$ cat config.mk
export PLATFORM = sky130hd
export DESIGN_NAME = sfcu_top
export DESIGN_NICKNAME = d
export VERILOG_FILES = /design/src/rtl/sfcu_pkg.sv /design/src/rtl/sfcu_fifo.sv /design/src/rtl/sfcu_top.sv
export VERILOG_INCLUDE_DIRS = /design/src /design/src/rtl
export SDC_FILE = /design/constraint.sdc
export NUM_CORES = 1
export LEC_CHECK = 0
export BUFFER_PORTS_ARGS = -buffer_cell sky130_fd_sc_hd__buf_2
export CORE_MARGIN = 2
export CORE_UTILIZATION = 60
export DETAILED_ROUTE_END_ITERATION = 16
export PLACE_DENSITY = 0.79
export RECOVER_POWER = 50
export SLEW_MARGIN = 30
export SYNTH_ARGS = -nofsm -noshare
export SYNTH_HDL_FRONTEND = slang
export SYNTH_HIERARCHICAL = 1
export SYNTH_SLANG_ARGS = --single-unit
$ cat constraint.sdc
create_clock -name SYS_CLK -period 10 [get_ports SYS_CLK]
set_input_delay 0.5 -clock SYS_CLK [delete_from_list [all_inputs] [get_ports SYS_CLK]]
set_output_delay 0.5 -clock SYS_CLK [all_outputs]
set_load 0.05 [all_outputs]
$ cat src/rtl/sfcu_defines.svh
`ifndef SFCU_DEFINES_SVH
`define SFCU_DEFINES_SVH

// ==================================================================
// Check arithmetic
`define SFCU_CRC_PRESET   16'hffff
`define SFCU_CRC_POLY     16'ha001
`define SFCU_CRC_GOOD     16'h0000
`define SFCU_LRC_GOOD     8'h00
`define SFCU_LAST_SHIFT   3'h7
`define SFCU_MIN_RTU      2'h3

// ==================================================================
// Characters of the text framing
`define SFCU_CHAR_COLON   8'h3a
`define SFCU_CHAR_CR      8'h0d
`define SFCU_CHAR_LF      8'h0a
`define SFCU_CHAR_ZERO    8'h30
`define SFCU_CHAR_NINE    8'h39
`define SFCU_CHAR_UA      8'h41
`define SFCU_CHAR_UF      8'h46
`define SFCU_HEX_ALPHA    8'h37

// ==================================================================
// Timing
`define SFCU_CLK_HZ       10000000
`define SFCU_GAP_MS       10
`define SFCU_GAP_CYCLES   ((`SFCU_GAP_MS * `SFCU_CLK_HZ) / 1000)
`define SFCU_FIFO_DEPTH   8

`endif

$ cat src/rtl/sfcu_pkg.sv
package sfcu_pkg;

  // ================================================================
  // Receive states
  typedef enum logic [0:0] {
    RX_IDLE,
    RX_SHIFT
  } sfcu_rx_state_t;

  // ================================================================
  // Transmit states
  typedef enum logic [3:0] {
    TX_IDLE,
    TX_COLON,
    TX_FETCH,
    TX_RAW,
    TX_SHIFT,
    TX_CRC_L,
    TX_CRC_H,
    TX_NIB_H,
    TX_NIB_L,
    TX_LRC_H,
    TX_LRC_L,
    TX_CR,
    TX_LF
  } sfcu_tx_state_t;

endpackage

$ cat src/rtl/sfcu_fifo.sv
module sfcu_fifo #(
  parameter int WIDTH = 9,
  parameter int DEPTH = 8
) (
  // Clock and reset
  input  wire logic             clk,
  input  wire logic             rst,
  input  wire logic             ce,
  // Fill side
  input  wire logic             in_valid,
  input  wire logic [WIDTH-1:0] in_data,
  output logic                  in_ready,
  // Drain side
  output logic                  out_valid,
  output logic [WIDTH-1:0]      out_data,
  input  wire logic             out_ready
);

  localparam int AW = $clog2(DEPTH);
  localparam int CW = $clog2(DEPTH + 1);

  logic [WIDTH-1:0] mem [DEPTH];
  logic [AW-1:0]    wr_reg;
  logic [AW-1:0]    wr_next;
  logic [AW-1:0]    rd_reg;
  logic [AW-1:0]    rd_next;
  logic [CW-1:0]    cnt_reg;
  logic [CW-1:0]    cnt_next;
  logic             full_reg;
  logic             full_next;
  logic             empty_reg;
  logic             empty_next;
  logic             push;
  logic             pop;

  // ================================================================
  // Pointer and flag update; flags are flops so ready is glitch free
  always_comb begin
    push       = in_valid && !full_reg;
    pop        = out_ready && !empty_reg;
    wr_next    = push ? AW'(wr_reg + 1'b1) : wr_reg;
    rd_next    = pop ? AW'(rd_reg + 1'b1) : rd_reg;
    cnt_next   = cnt_reg;
    if (push && !pop) begin
      cnt_next = CW'(cnt_reg + 1'b1);
    end else if (pop && !push) begin
      cnt_next = CW'(cnt_reg - 1'b1);
    end
    full_next  = (cnt_next == CW'(DEPTH));
    empty_next = (cnt_next == '0);
  end

  always_ff @(posedge clk or posedge rst) begin
    if (rst) begin
      wr_reg    <= '0;
      rd_reg    <= '0;
      cnt_reg   <= '0;
      full_reg  <= 1'b0;
      empty_reg <= 1'b1;
    end else if (ce) begin
      wr_reg    <= wr_next;
      rd_reg    <= rd_next;
      cnt_reg   <= cnt_next;
      full_reg  <= full_next;
      empty_reg <= empty_next;
    end
  end

  // Storage has no reset; only written words are ever read
  always_ff @(posedge clk) begin
    if (ce && push) begin
      mem[wr_reg] <= in_data;
    end
  end

  assign in_ready  = !full_reg;
  assign out_valid = !empty_reg;
  assign out_data  = mem[rd_reg];

endmodule

$ cat src/rtl/sfcu_top.sv
`include "sfcu_defines.svh"

module sfcu_top
  import sfcu_pkg::*;
#(
  parameter int GAP_CYCLES = `SFCU_GAP_CYCLES,
  parameter int FIFO_DEPTH = `SFCU_FIFO_DEPTH
) (
  // Clock, reset, enable
  input  wire logic       SYS_CLK,
  input  wire logic       SYS_RST,
  input  wire logic       CLK_EN,
  // Mode select: high for binary framing
  input  wire logic       MODE_RTU,
  // Receive characters from the line logic
  input  wire logic       RX_VALID,
  input  wire logic [7:0] RX_DATA,
  output logic            RX_READY,
  // Received message bytes and verdict
  output logic            RX_BYTE_VALID,
  output logic [7:0]      RX_BYTE,
  output logic            RX_FRAME_OK,
  output logic            RX_FRAME_ERR,
  // Transmit message bytes
  input  wire logic       TX_IN_VALID,
  input  wire logic [7:0] TX_IN_DATA,
  input  wire logic       TX_IN_LAST,
  output logic            TX_IN_READY,
  // Transmit characters to the line logic
  output logic            TX_OUT_VALID,
  output logic [7:0]      TX_OUT_DATA,
  input  wire logic       TX_OUT_READY
);

  localparam int GW = $clog2(GAP_CYCLES + 1);

  // ================================================================
  // Shared arithmetic
  function automatic logic [15:0] crc_shift(input logic [15:0] c);
    if (c[0]) begin
      crc_shift = (c >> 1) ^ `SFCU_CRC_POLY;
    end else begin
      crc_shift = c >> 1;
    end
  endfunction

  function automatic logic [7:0] hex_char(input logic [3:0] n);
    if (n < 4'ha) begin
      hex_char = `SFCU_CHAR_ZERO + {4'h0, n};
    end else begin
      hex_char = `SFCU_HEX_ALPHA + {4'h0, n};
    end
  endfunction

  // Returns {valid, nibble}; lower case is rejected on purpose
  function automatic logic [4:0] hex_val(input logic [7:0] c);
    logic [7:0] d;
    d = 8'h00;
    hex_val = 5'h00;
    if (c >= `SFCU_CHAR_ZERO && c <= `SFCU_CHAR_NINE) begin
      d = c - `SFCU_CHAR_ZERO;
      hex_val = {1'b1, d[3:0]};
    end else if (c >= `SFCU_CHAR_UA && c <= `SFCU_CHAR_UF) begin
      d = c - `SFCU_HEX_ALPHA;
      hex_val = {1'b1, d[3:0]};
    end
  endfunction

  // ================================================================
  // Receive checker state
  sfcu_rx_state_t rx_state_reg, rx_state_next;
  logic [15:0] rx_crc_reg, rx_crc_next;
  logic [7:0]  rx_lrc_reg, rx_lrc_next;
  logic [2:0]  rx_cnt_reg, rx_cnt_next;
  logic [GW-1:0] rx_gap_reg, rx_gap_next;
  logic        rx_act_reg, rx_act_next;
  logic        rx_rtu_reg, rx_rtu_next;
  logic        rx_phase_reg, rx_phase_next;
  logic [3:0]  rx_hi_reg, rx_hi_next;
  logic        rx_bad_reg, rx_bad_next;
  logic [1:0]  rx_nb_reg, rx_nb_next;
  logic        rx_rdy_reg, rx_rdy_next;
  logic        rx_bv_reg, rx_bv_next;
  logic [7:0]  rx_byte_reg, rx_byte_next;
  logic        rx_ok_reg, rx_ok_next;
  logic        rx_err_reg, rx_err_next;
  logic        rx_take;
  logic        rx_rtu;
  logic [4:0]  rx_hex;
  logic [7:0]  rx_dec;

  // Receive next state; byte count saturates, only a minimum matters
  always_comb begin
    rx_state_next = rx_state_reg;
    rx_crc_next   = rx_crc_reg;
    rx_lrc_next   = rx_lrc_reg;
    rx_cnt_next   = rx_cnt_reg;
    rx_act_next   = rx_act_reg;
    rx_rtu_next   = rx_rtu_reg;
    rx_phase_next = rx_phase_reg;
    rx_hi_next    = rx_hi_reg;
    rx_bad_next   = rx_bad_reg;
    rx_nb_next    = rx_nb_reg;
    rx_bv_next    = 1'b0;
    rx_byte_next  = rx_byte_reg;
    rx_ok_next    = 1'b0;
    rx_err_next   = 1'b0;
    rx_take       = RX_VALID && rx_rdy_reg;
    rx_rtu        = rx_act_reg ? rx_rtu_reg : MODE_RTU;
    rx_hex        = hex_val(RX_DATA);
    rx_dec        = {rx_hi_reg, rx_hex[3:0]};
    rx_gap_next   = (rx_gap_reg == GW'(GAP_CYCLES)) ? rx_gap_reg
                  : GW'(rx_gap_reg + 1'b1);
    unique case (rx_state_reg)
      RX_IDLE: begin
        if (rx_take) begin
          rx_gap_next = '0;
          if (rx_rtu) begin
            rx_rtu_next   = 1'b1;
            rx_act_next   = 1'b1;
            rx_crc_next   = (rx_act_reg ? rx_crc_reg : `SFCU_CRC_PRESET)
                          ^ {8'h00, RX_DATA};
            rx_nb_next    = (rx_act_reg && rx_nb_reg == `SFCU_MIN_RTU)
                          ? rx_nb_reg
                          : (rx_act_reg ? 2'(rx_nb_reg + 1'b1) : 2'h1);
            rx_cnt_next   = 3'h0;
            rx_bv_next    = 1'b1;
            rx_byte_next  = RX_DATA;
            rx_state_next = RX_SHIFT;
          end else if (RX_DATA == `SFCU_CHAR_COLON) begin
            rx_rtu_next   = 1'b0;
            rx_act_next   = 1'b1;
            rx_lrc_next   = 8'h00;
            rx_phase_next = 1'b0;
            rx_bad_next   = 1'b0;
            rx_nb_next    = 2'h0;
          end else if (!rx_act_reg || RX_DATA == `SFCU_CHAR_CR) begin
            rx_act_next   = rx_act_reg;
          end else if (RX_DATA == `SFCU_CHAR_LF) begin
            rx_act_next   = 1'b0;
            if (!rx_bad_reg && !rx_phase_reg && rx_nb_reg != 2'h0 &&
                rx_lrc_reg == `SFCU_LRC_GOOD) begin
              rx_ok_next  = 1'b1;
            end else begin
              rx_err_next = 1'b1;
            end
          end else if (!rx_hex[4]) begin
            rx_bad_next   = 1'b1;
          end else if (!rx_phase_reg) begin
            rx_hi_next    = rx_hex[3:0];
            rx_phase_next = 1'b1;
          end else begin
            rx_phase_next = 1'b0;
            rx_lrc_next   = rx_lrc_reg + rx_dec;
            rx_nb_next    = (rx_nb_reg == 2'h3) ? rx_nb_reg
                          : 2'(rx_nb_reg + 1'b1);
            rx_bv_next    = 1'b1;
            rx_byte_next  = rx_dec;
          end
        end else if (rx_act_reg && rx_rtu_reg &&
                     rx_gap_reg == GW'(GAP_CYCLES)) begin
          rx_act_next = 1'b0;
          if (rx_crc_reg == `SFCU_CRC_GOOD &&
              rx_nb_reg == `SFCU_MIN_RTU) begin
            rx_ok_next  = 1'b1;
          end else begin
            rx_err_next = 1'b1;
          end
        end
      end
      RX_SHIFT: begin
        rx_crc_next = crc_shift(rx_crc_reg);
        rx_cnt_next = 3'(rx_cnt_reg + 1'b1);
        if (rx_cnt_reg == `SFCU_LAST_SHIFT) begin
          rx_state_next = RX_IDLE;
        end
      end
    endcase
    rx_rdy_next = (rx_state_next == RX_IDLE);
  end

  always_ff @(posedge SYS_CLK or posedge SYS_RST) begin
    if (SYS_RST) begin
      rx_state_reg <= RX_IDLE;
      rx_crc_reg   <= `SFCU_CRC_PRESET;
      rx_lrc_reg   <= 8'h00;
      rx_cnt_reg   <= 3'h0;
      rx_gap_reg   <= '0;
      rx_act_reg   <= 1'b0;
      rx_rtu_reg   <= 1'b0;
      rx_phase_reg <= 1'b0;
      rx_hi_reg    <= 4'h0;
      rx_bad_reg   <= 1'b0;
      rx_nb_reg    <= 2'h0;
      rx_rdy_reg   <= 1'b0;
      rx_bv_reg    <= 1'b0;
      rx_byte_reg  <= 8'h00;
      rx_ok_reg    <= 1'b0;
      rx_err_reg   <= 1'b0;
    end else if (CLK_EN) begin
      rx_state_reg <= rx_state_next;
      rx_crc_reg   <= rx_crc_next;
      rx_lrc_reg   <= rx_lrc_next;
      rx_cnt_reg   <= rx_cnt_next;
      rx_gap_reg   <= rx_gap_next;
      rx_act_reg   <= rx_act_next;
      rx_rtu_reg   <= rx_rtu_next;
      rx_phase_reg <= rx_phase_next;
      rx_hi_reg    <= rx_hi_next;
      rx_bad_reg   <= rx_bad_next;
      rx_nb_reg    <= rx_nb_next;
      rx_rdy_reg   <= rx_rdy_next;
      rx_bv_reg    <= rx_bv_next;
      rx_byte_reg  <= rx_byte_next;
      rx_ok_reg    <= rx_ok_next;
      rx_err_reg   <= rx_err_next;
    end
  end

  // ================================================================
  // Transmit FIFO; a stalled line backs up into TX_IN_READY
  logic       f_valid;
  logic [8:0] f_data;
  logic       f_pop;

  sfcu_fifo #(
    .WIDTH (9),
    .DEPTH (FIFO_DEPTH)
  ) u_fifo (
    .clk       (SYS_CLK),
    .rst       (SYS_RST),
    .ce        (CLK_EN),
    .in_valid  (TX_IN_VALID),
    .in_data   ({TX_IN_LAST, TX_IN_DATA}),
    .in_ready  (TX_IN_READY),
    .out_valid (f_valid),
    .out_data  (f_data),
    .out_ready (f_pop)
  );

  // ================================================================
  // Transmit generator state
  sfcu_tx_state_t tx_state_reg, tx_state_next;
  logic [15:0] tx_crc_reg, tx_crc_next;
  logic [7:0]  tx_lrc_reg, tx_lrc_next;
  logic [2:0]  tx_cnt_reg, tx_cnt_next;
  logic [GW-1:0] tx_gap_reg, tx_gap_next;
  logic [7:0]  tx_cur_reg, tx_cur_next;
  logic        tx_last_reg, tx_last_next;
  logic        tx_rtu_reg, tx_rtu_next;
  logic        tx_ov_reg, tx_ov_next;
  logic [7:0]  tx_od_reg, tx_od_next;
  logic [7:0]  tx_chk;
  logic [7:0]  tx_char;
  logic        tx_emit;
  logic        tx_done;

  // Mid-frame FIFO underrun can stretch a binary frame past the gap;
  // the source must keep a binary frame's bytes flowing
  always_comb begin
    tx_state_next = tx_state_reg;
    tx_crc_next   = tx_crc_reg;
    tx_lrc_next   = tx_lrc_reg;
    tx_cnt_next   = tx_cnt_reg;
    tx_cur_next   = tx_cur_reg;
    tx_last_next  = tx_last_reg;
    tx_ov_next    = tx_ov_reg;
    tx_od_next    = tx_od_reg;
    f_pop         = 1'b0;
    tx_chk        = (~tx_lrc_reg) + 8'h01;
    tx_done       = tx_ov_reg && TX_OUT_READY;
    tx_gap_next   = tx_done ? '0
                  : (tx_gap_reg == GW'(GAP_CYCLES)) ? tx_gap_reg
                  : GW'(tx_gap_reg + 1'b1);
    tx_emit       = 1'b1;
    tx_char       = 8'h00;
    unique case (tx_state_reg)
      TX_COLON: tx_char = `SFCU_CHAR_COLON;
      TX_RAW:   tx_char = tx_cur_reg;
      TX_CRC_L: tx_char = tx_crc_reg[7:0];
      TX_CRC_H: tx_char = tx_crc_reg[15:8];
      TX_NIB_H: tx_char = hex_char(tx_cur_reg[7:4]);
      TX_NIB_L: tx_char = hex_char(tx_cur_reg[3:0]);
      TX_LRC_H: tx_char = hex_char(tx_chk[7:4]);
      TX_LRC_L: tx_char = hex_char(tx_chk[3:0]);
      TX_CR:    tx_char = `SFCU_CHAR_CR;
      TX_LF:    tx_char = `SFCU_CHAR_LF;
      default:  tx_emit = 1'b0;
    endcase
    if (tx_emit && !tx_ov_reg) begin
      tx_ov_next = 1'b1;
      tx_od_next = tx_char;
    end else if (tx_done) begin
      tx_ov_next = 1'b0;
    end
    unique case (tx_state_reg)
      TX_IDLE: begin
        if (f_valid && (!MODE_RTU ||
            tx_gap_reg == GW'(GAP_CYCLES))) begin
          tx_crc_next   = `SFCU_CRC_PRESET;
          tx_lrc_next   = 8'h00;
          tx_state_next = MODE_RTU ? TX_FETCH : TX_COLON;
        end
      end
      TX_FETCH: begin
        if (f_valid) begin
          f_pop         = 1'b1;
          tx_cur_next   = f_data[7:0];
          tx_last_next  = f_data[8];
          tx_state_next = tx_rtu_reg ? TX_RAW : TX_NIB_H;
        end
      end
      TX_RAW: begin
        if (tx_done) begin
          tx_crc_next   = tx_crc_reg ^ {8'h00, tx_cur_reg};
          tx_cnt_next   = 3'h0;
          tx_state_next = TX_SHIFT;
        end
      end
      TX_SHIFT: begin
        tx_crc_next = crc_shift(tx_crc_reg);
        tx_cnt_next = 3'(tx_cnt_reg + 1'b1);
        if (tx_cnt_reg == `SFCU_LAST_SHIFT) begin
          tx_state_next = tx_last_reg ? TX_CRC_L : TX_FETCH;
        end
      end
      TX_NIB_L: begin
        if (tx_done) begin
          tx_lrc_next   = tx_lrc_reg + tx_cur_reg;
          tx_state_next = tx_last_reg ? TX_LRC_H : TX_FETCH;
        end
      end
      TX_COLON: if (tx_done) tx_state_next = TX_FETCH;
      TX_CRC_L: if (tx_done) tx_state_next = TX_CRC_H;
      TX_CRC_H: if (tx_done) tx_state_next = TX_IDLE;
      TX_NIB_H: if (tx_done) tx_state_next = TX_NIB_L;
      TX_LRC_H: if (tx_done) tx_state_next = TX_LRC_L;
      TX_LRC_L: if (tx_done) tx_state_next = TX_CR;
      TX_CR:    if (tx_done) tx_state_next = TX_LF;
      TX_LF:    if (tx_done) tx_state_next = TX_IDLE;
    endcase
  end

  // Mode is latched on leaving idle so a mid-frame change cannot split it
  always_comb begin
    tx_rtu_next = tx_rtu_reg;
    if (tx_state_reg == TX_IDLE && tx_state_next != TX_IDLE) begin
      tx_rtu_next = MODE_RTU;
    end
  end

  always_ff @(posedge SYS_CLK or posedge SYS_RST) begin
    if (SYS_RST) begin
      tx_state_reg <= TX_IDLE;
      tx_crc_reg   <= `SFCU_CRC_PRESET;
      tx_lrc_reg   <= 8'h00;
      tx_cnt_reg   <= 3'h0;
      tx_gap_reg   <= '0;
      tx_cur_reg   <= 8'h00;
      tx_last_reg  <= 1'b0;
      tx_ov_reg    <= 1'b0;
      tx_od_reg    <= 8'h00;
      tx_rtu_reg   <= 1'b0;
    end else if (CLK_EN) begin
      tx_state_reg <= tx_state_next;
      tx_crc_reg   <= tx_crc_next;
      tx_lrc_reg   <= tx_lrc_next;
      tx_cnt_reg   <= tx_cnt_next;
      tx_gap_reg   <= tx_gap_next;
      tx_cur_reg   <= tx_cur_next;
      tx_last_reg  <= tx_last_next;
      tx_ov_reg    <= tx_ov_next;
      tx_od_reg    <= tx_od_next;
      tx_rtu_reg   <= tx_rtu_next;
    end
  end

  // ================================================================
  // Outputs, all straight from flops
  assign RX_READY      = rx_rdy_reg;
  assign RX_BYTE_VALID = rx_bv_reg;
  assign RX_BYTE       = rx_byte_reg;
  assign RX_FRAME_OK   = rx_ok_reg;
  assign RX_FRAME_ERR  = rx_err_reg;
  assign TX_OUT_VALID  = tx_ov_reg;
  assign TX_OUT_DATA   = tx_od_reg;

endmodule
# Word-level counts from Yosys, hierarchy flattened
# Memory sizes are Yosys's and may differ from the RTL's. A register that Yosys moved wholly into a read port is not among the register bits.
# Cells that the tools add are included.
[totals]
regBits = 137
ramBits = 72
in_bits = 24
output_inout_bits = 22
word_cells = 304
memories = 1
[mem_list]
columns = ["memory", "depth", "word_bits", "read_ports", "rd_ports_with_merged_regs", "write_ports", "line_no", "rtl"]
rows = [
  ["u_fifo.mem", 8, 9, 1, 1, 1, "sfcu_fifo.sv:22", "logic [WIDTH-1:0] mem [DEPTH];"],
]
[classes]
addsub = 22
order_cmp = 8
n_eq_ne = 39
n_mux = 123
n_bitwise = 13
reduce_logical = 69
[op_table]
columns = ["operator", "count"]
rows = [
  ["16-bit 2-to-1 mux", 7],
  ["8-bit 2-to-1 mux", 13],
  ["17-bit 2-to-1 mux", 5],
  ["8-bit one-hot mux with 10 select lines", 1],
  ["4-bit 2-to-1 mux", 15],
  ["6-bit by 4-bit adder with 7-bit output, first input constant", 8],
  ["1-bit 2-to-1 mux", 54],
  ["16-bit one-hot mux with 3 select lines", 1],
  ["4-bit one-hot mux with 12 select lines", 1],
  ["17-bit by 1-bit adder with 17-bit output, second input constant", 2],
  ["17-bit == test, second input constant", 2],
  ["16-bit one-hot mux with 2 select lines", 1],
  ["16-bit by 8-bit bitwise XOR with 16-bit output", 2],
  ["7-bit 2-to-1 mux", 4],
  ["4-bit == test, second input constant", 6],
  ["2-bit != test, second input constant", 12],
  ["2-bit 2-to-1 mux", 10],
  ["2-bit nonzero test", 10],
  ["1-bit logical AND", 19],
  ["9-bit AND reduction", 2],
  ["8-bit adder", 2],
  ["4-bit by 3-bit == test with 1-bit output, second input constant", 4],
  ["8-bit by 4-bit == test with 1-bit output, second input constant", 2],
  ["16-bit logical NOT", 1],
  ["42 further kinds", 90],
]

# Depth between registers and ports, before layout
[depth]
word_depth = 11
ltp_mapped = 15
mapped_depth_nobuf = 15

# Cells and area by module
# The synthesis kept the hierarchy.
[modules_own_cells]
columns = ["mod", "n_inst", "cells_per_inst", "area_each_um2", "seq_area_each_um2"]
rows = [
  ["sfcu_top", 1, 989, 8617.0, 3393.3],
  ["sfcu_fifo", 1, 185, 3509.6, 2463.6],
]

# Worst setup path before layout
# OpenSTA, ideal clock, no wires.
[synth_path]
path_kind = "input to register"
startpoint = "input RX_DATA[1]"
endpoint = "register rx_lrc_reg[7]"
setup_time_ns = 0.077
t_arrival_ns = 2.978
required_ns = 9.923
path_slack_ns = 6.946
cell_stages = 15
path_buffers = 0
cell_sequence = "inv_1 ha_1 nor3b_2 a31oi_1 and2_1 a22oi_1 inv_1 ha_1 a21o_1 a211oi_1 o21ai_0 o211ai_1 xnor2_1 or3_1 o21ai_1"
[synth_via]
elab_chain_len = 10
[synth_rtl]
columns = ["item", "line_no", "rtl"]
rows = [
  ["from (decl)", "sfcu_top.sv:17", "input wire logic [7:0] RX_DATA,"],
  ["8-bit by 7-bit greater-or-equal comparator with 1-bit output (no source line) / 8-bit by 7-bit <= comparator with 1-bit output (equally long branches)", "n/a", ""],
  ["1-bit logical AND (no source line)", "n/a", ""],
  ["5-bit 2-to-1 mux", "sfcu_top.sv:63", "end else if (c >= `SFCU_CHAR_UA && c <= `SFCU_CHAR_UF) begin"],
  ["5-bit 2-to-1 mux (*)", "sfcu_top.sv:60", "if (c >= `SFCU_CHAR_ZERO && c <= `SFCU_CHAR_NINE) begin"],
  ["named net rx_hex[1]", "sfcu_top.sv:89", "logic [4:0] rx_hex;"],
  ["8-bit adder (*)", "sfcu_top.sv:154", "rx_lrc_next = rx_lrc_reg + rx_dec;"],
  ["8-bit 2-to-1 mux (*)", "sfcu_top.sv:149", "end else if (!rx_phase_reg) begin"],
  ["8-bit 2-to-1 mux (*)", "sfcu_top.sv:147", "end else if (!rx_hex[4]) begin"],
  ["8-bit 2-to-1 mux (*)", "sfcu_top.sv:139", "end else if (RX_DATA == `SFCU_CHAR_LF) begin"],
  ["8-bit 2-to-1 mux (*)", "sfcu_top.sv:137", "end else if (!rx_act_reg || RX_DATA == `SFCU_CHAR_CR) begin"],
  ["8-bit 2-to-1 mux (*)", "sfcu_top.sv:130", "end else if (RX_DATA == `SFCU_CHAR_COLON) begin"],
  ["to (signal assigned)", "sfcu_top.sv:203", "rx_lrc_reg <= rx_lrc_next;"],
  ["to (decl)", "sfcu_top.sv:73", "logic [7:0] rx_lrc_reg, rx_lrc_next;"],
]
# The timed path passes the listed nets; every way through them passes the cells marked *. The select of a mux whose other input is x is not followed.
# A chain may end at the register's enable or synchronous reset.

==> run metrics <==
synthesized instance count=1,174; CTS root buf=clkbuf_16; final period utilization=51.0%; maximum VDD drop=0.000164 V; status=finished, violations left; area of the mapped netlist=12,100 µm²; Hold WC Path Type=input pin to asynchronous set/reset pin; # resized after CTS=0; Clock transition at path regs=0.06 ns; Post-CTS Setup Bufs=0; Synth Register Bits=218; Die ar.=21,400 µm²; IO Count=46; Starting Density=60.5%; Clock power frac=25.8%; Max-Cap Viols=4; post-layout minimum cycle time=5.10 ns; H-tree depth=1; average wire per standard cell=18.3 µm; Post-synth top cells=nor2_1, dfrtp_1, nand2_1; Area growth, synth to finish=9.80%; Worst Path Class, Setup=input pin to asynchronous set/reset pin; final hold violations=7; Final HPWL DP=17.8 mm; # port buffers=45; pwr dens=277 nW/µm²; largest net degree at the start of global routing=55; share of layout cells above drive strength 1=15.3%; Total Routed Length=27.3 mm; grt ovf=0; worst path required time=10.32 ns; row count=52; first-pass GRT wire length=45.4 mm; Max clock buf depth=3; crit path DAT=5.42 ns; distinct cell type count of the synthesized netlist=89; fmax=0.196 GHz; placer congestion estimate=0.881; Synth top area share=23.3%; worst relative slew slack=-60.6%; # setup viols final=0; Yosys top cell by area=dfrtp_1; Synth Area per Inst=10.3 µm²; all-layer global routing usage=25.8%; Inserted Diodes=0; EDFF count, synth=72; final slew viol count=170; CP startpoint kind=input pin; Worst-Skew Late Latency=0.53 ns; core box area=20,000 µm²; DP Worst Slack=6.40 ns; Via density=6.23; RSZ-0062 raised after global routing=false; Leakage=0.00544 µW; CTS Sinks=218; Die Ht=146 µm; sw frac=38.6%; Synth area leaders=dfrtp_1, edfxtp_1, dfstp_2; via count=9,275; Seq pwr share=41.2%; hold-fix buffer count after cts=0; Gate power share=33.0%; Hold WS=-0.00290 ns; CTS tree=yes; vias in the first global route=9,061; nets@finish=1,264; drt first-iter violations=842; max reg flops=72; CTS Buf Count=25; clock skew=0.0202 ns; prevailing post-synth register cell=dfrtp_1; Worst Reg-to-Reg Cells=6; Setup crit end kind=asynchronous set/reset pin; post-synthesis sequential area ratio=48.3%; DIE WIDTH=146 µm; most common cell in the netlist=nor2_1; syn_nets=1,238; Sw Pwr=1420 µW; worst slew pin tran=2.40 ns; first-pass iteration count of the detailed router=5; initial antenna violation count=0; asr flop ratio synth=67.0%; antenna-violating nets left=0; violated checks=negative hold slack, max-capacitance violations, max-slew violations; fin worst setup slack=4.90 ns; crit-path max FO=54; drt drc=0; P_int=2270 µW; synth warn=6; total negative slack=0 ns
## path summary, 6_finish.rpt
path | startpoint | endpoint | slack, ns
min reg2reg | RX_BYTE[2] | RX_BYTE[2] | 0.48
max reg2reg | rx_state_reg | rx_lrc_reg[3] | 6.88
min | SYS_RST | u_fifo/cnt_reg[2] | -0.003
min in group SYS_CLK | TX_OUT_READY | TX_OUT_VALID | 0.31
max | SYS_RST | tx_state_reg[1] | 4.90
max in group SYS_CLK | CLK_EN | rx_lrc_reg[3] | 5.77
## stage by stage
step,instances,total power [µW],hold slack (ns),util (%),cell area [µm²]
floorplan,1174,2420,0.364,-,12100
global placement,1441,2670,0.457,62.2,12500
detailed placement,1443,2710,0.470,62.4,12500
CTS,1489,3690,0.0219,66.7,13400
global route,1489,3910,0.0252,66.4,13300
finish,1489,3690,-0.00290,66.4,13300
## worst max-delay path, stage by stage
cell,delay [ns]
clkbuf_1,0.09
clkinvlp_2,1.36
clkbuf_1,0.95
clkbuf_1,1.21
clkbuf_1,1.27
## power by group through the flow
stage               clock network (µW)  logic, µW  registers (µW)
finish                             951       1220            1520
global route                      1000       1350            1560
CTS                                965       1210            1510
detailed placement                   0       1190            1530
global placement                     0       1150            1520
floorplan                            0        946            1470
## cell families after synthesis
group	share of synthesized area (%)
AOI/OAI and AO/OA	15.7
xor gates and xnor gates	4.69
adders and majority gates	4.25
buffers and inverters	3.91
DFF	48.3
muxes	6.97
and+or+nand+nor	16.2
## final cells by class
type	instances	area [µm²]
timing repair buffer	51	243
sequential	218	5860
inverter	56	211
clock buffer	27	643
tap	270	338
fill	1545	6720
multi-input combinational	848	5800
clock inverter	19	221
## metal layers
metal / global-route usage [%] / vias up / routed length [µm]
met5: 0 / - / 0
met4: 7.57 / 0 / 648
met3: 3.81 / 69 / 1620
met2: 41.6 / 323 / 12900
met1: 36.7 / 4526 / 12100
li1: - / 4357 / -
## cell usage in the layout (no fill, tap or decap), types with 6 or more instances in the layout
master	count
o31ai_1	13
a31oi_1	15
inv_1	52
nand2_1	101
clkbuf_1	15
nor2_1	126
xor2_1	25
o21a_1	6
nor2b_1	11
a22oi_1	8
mux4_2	9
ha_1	38
nand3_1	31
a21oi_1	59
mux2_2	28
a21o_1	15
nor4_1	10
nor3_1	23
a22o_1	11
o21ai_0	74
mux2i_1	8
buf_2	35
nand4_1	11
clkinv_2	6
a211oi_1	7
nor2_2	7
mux4_1	9
o211ai_1	12
dfrtp_1	112
nand2b_1	15
or3_1	15
dfstp_2	33
xnor2_1	40
o21ai_1	7
o22ai_1	16
clkbuf_16	25
edfxtp_1	72
(Power assumes the default switching activity.)
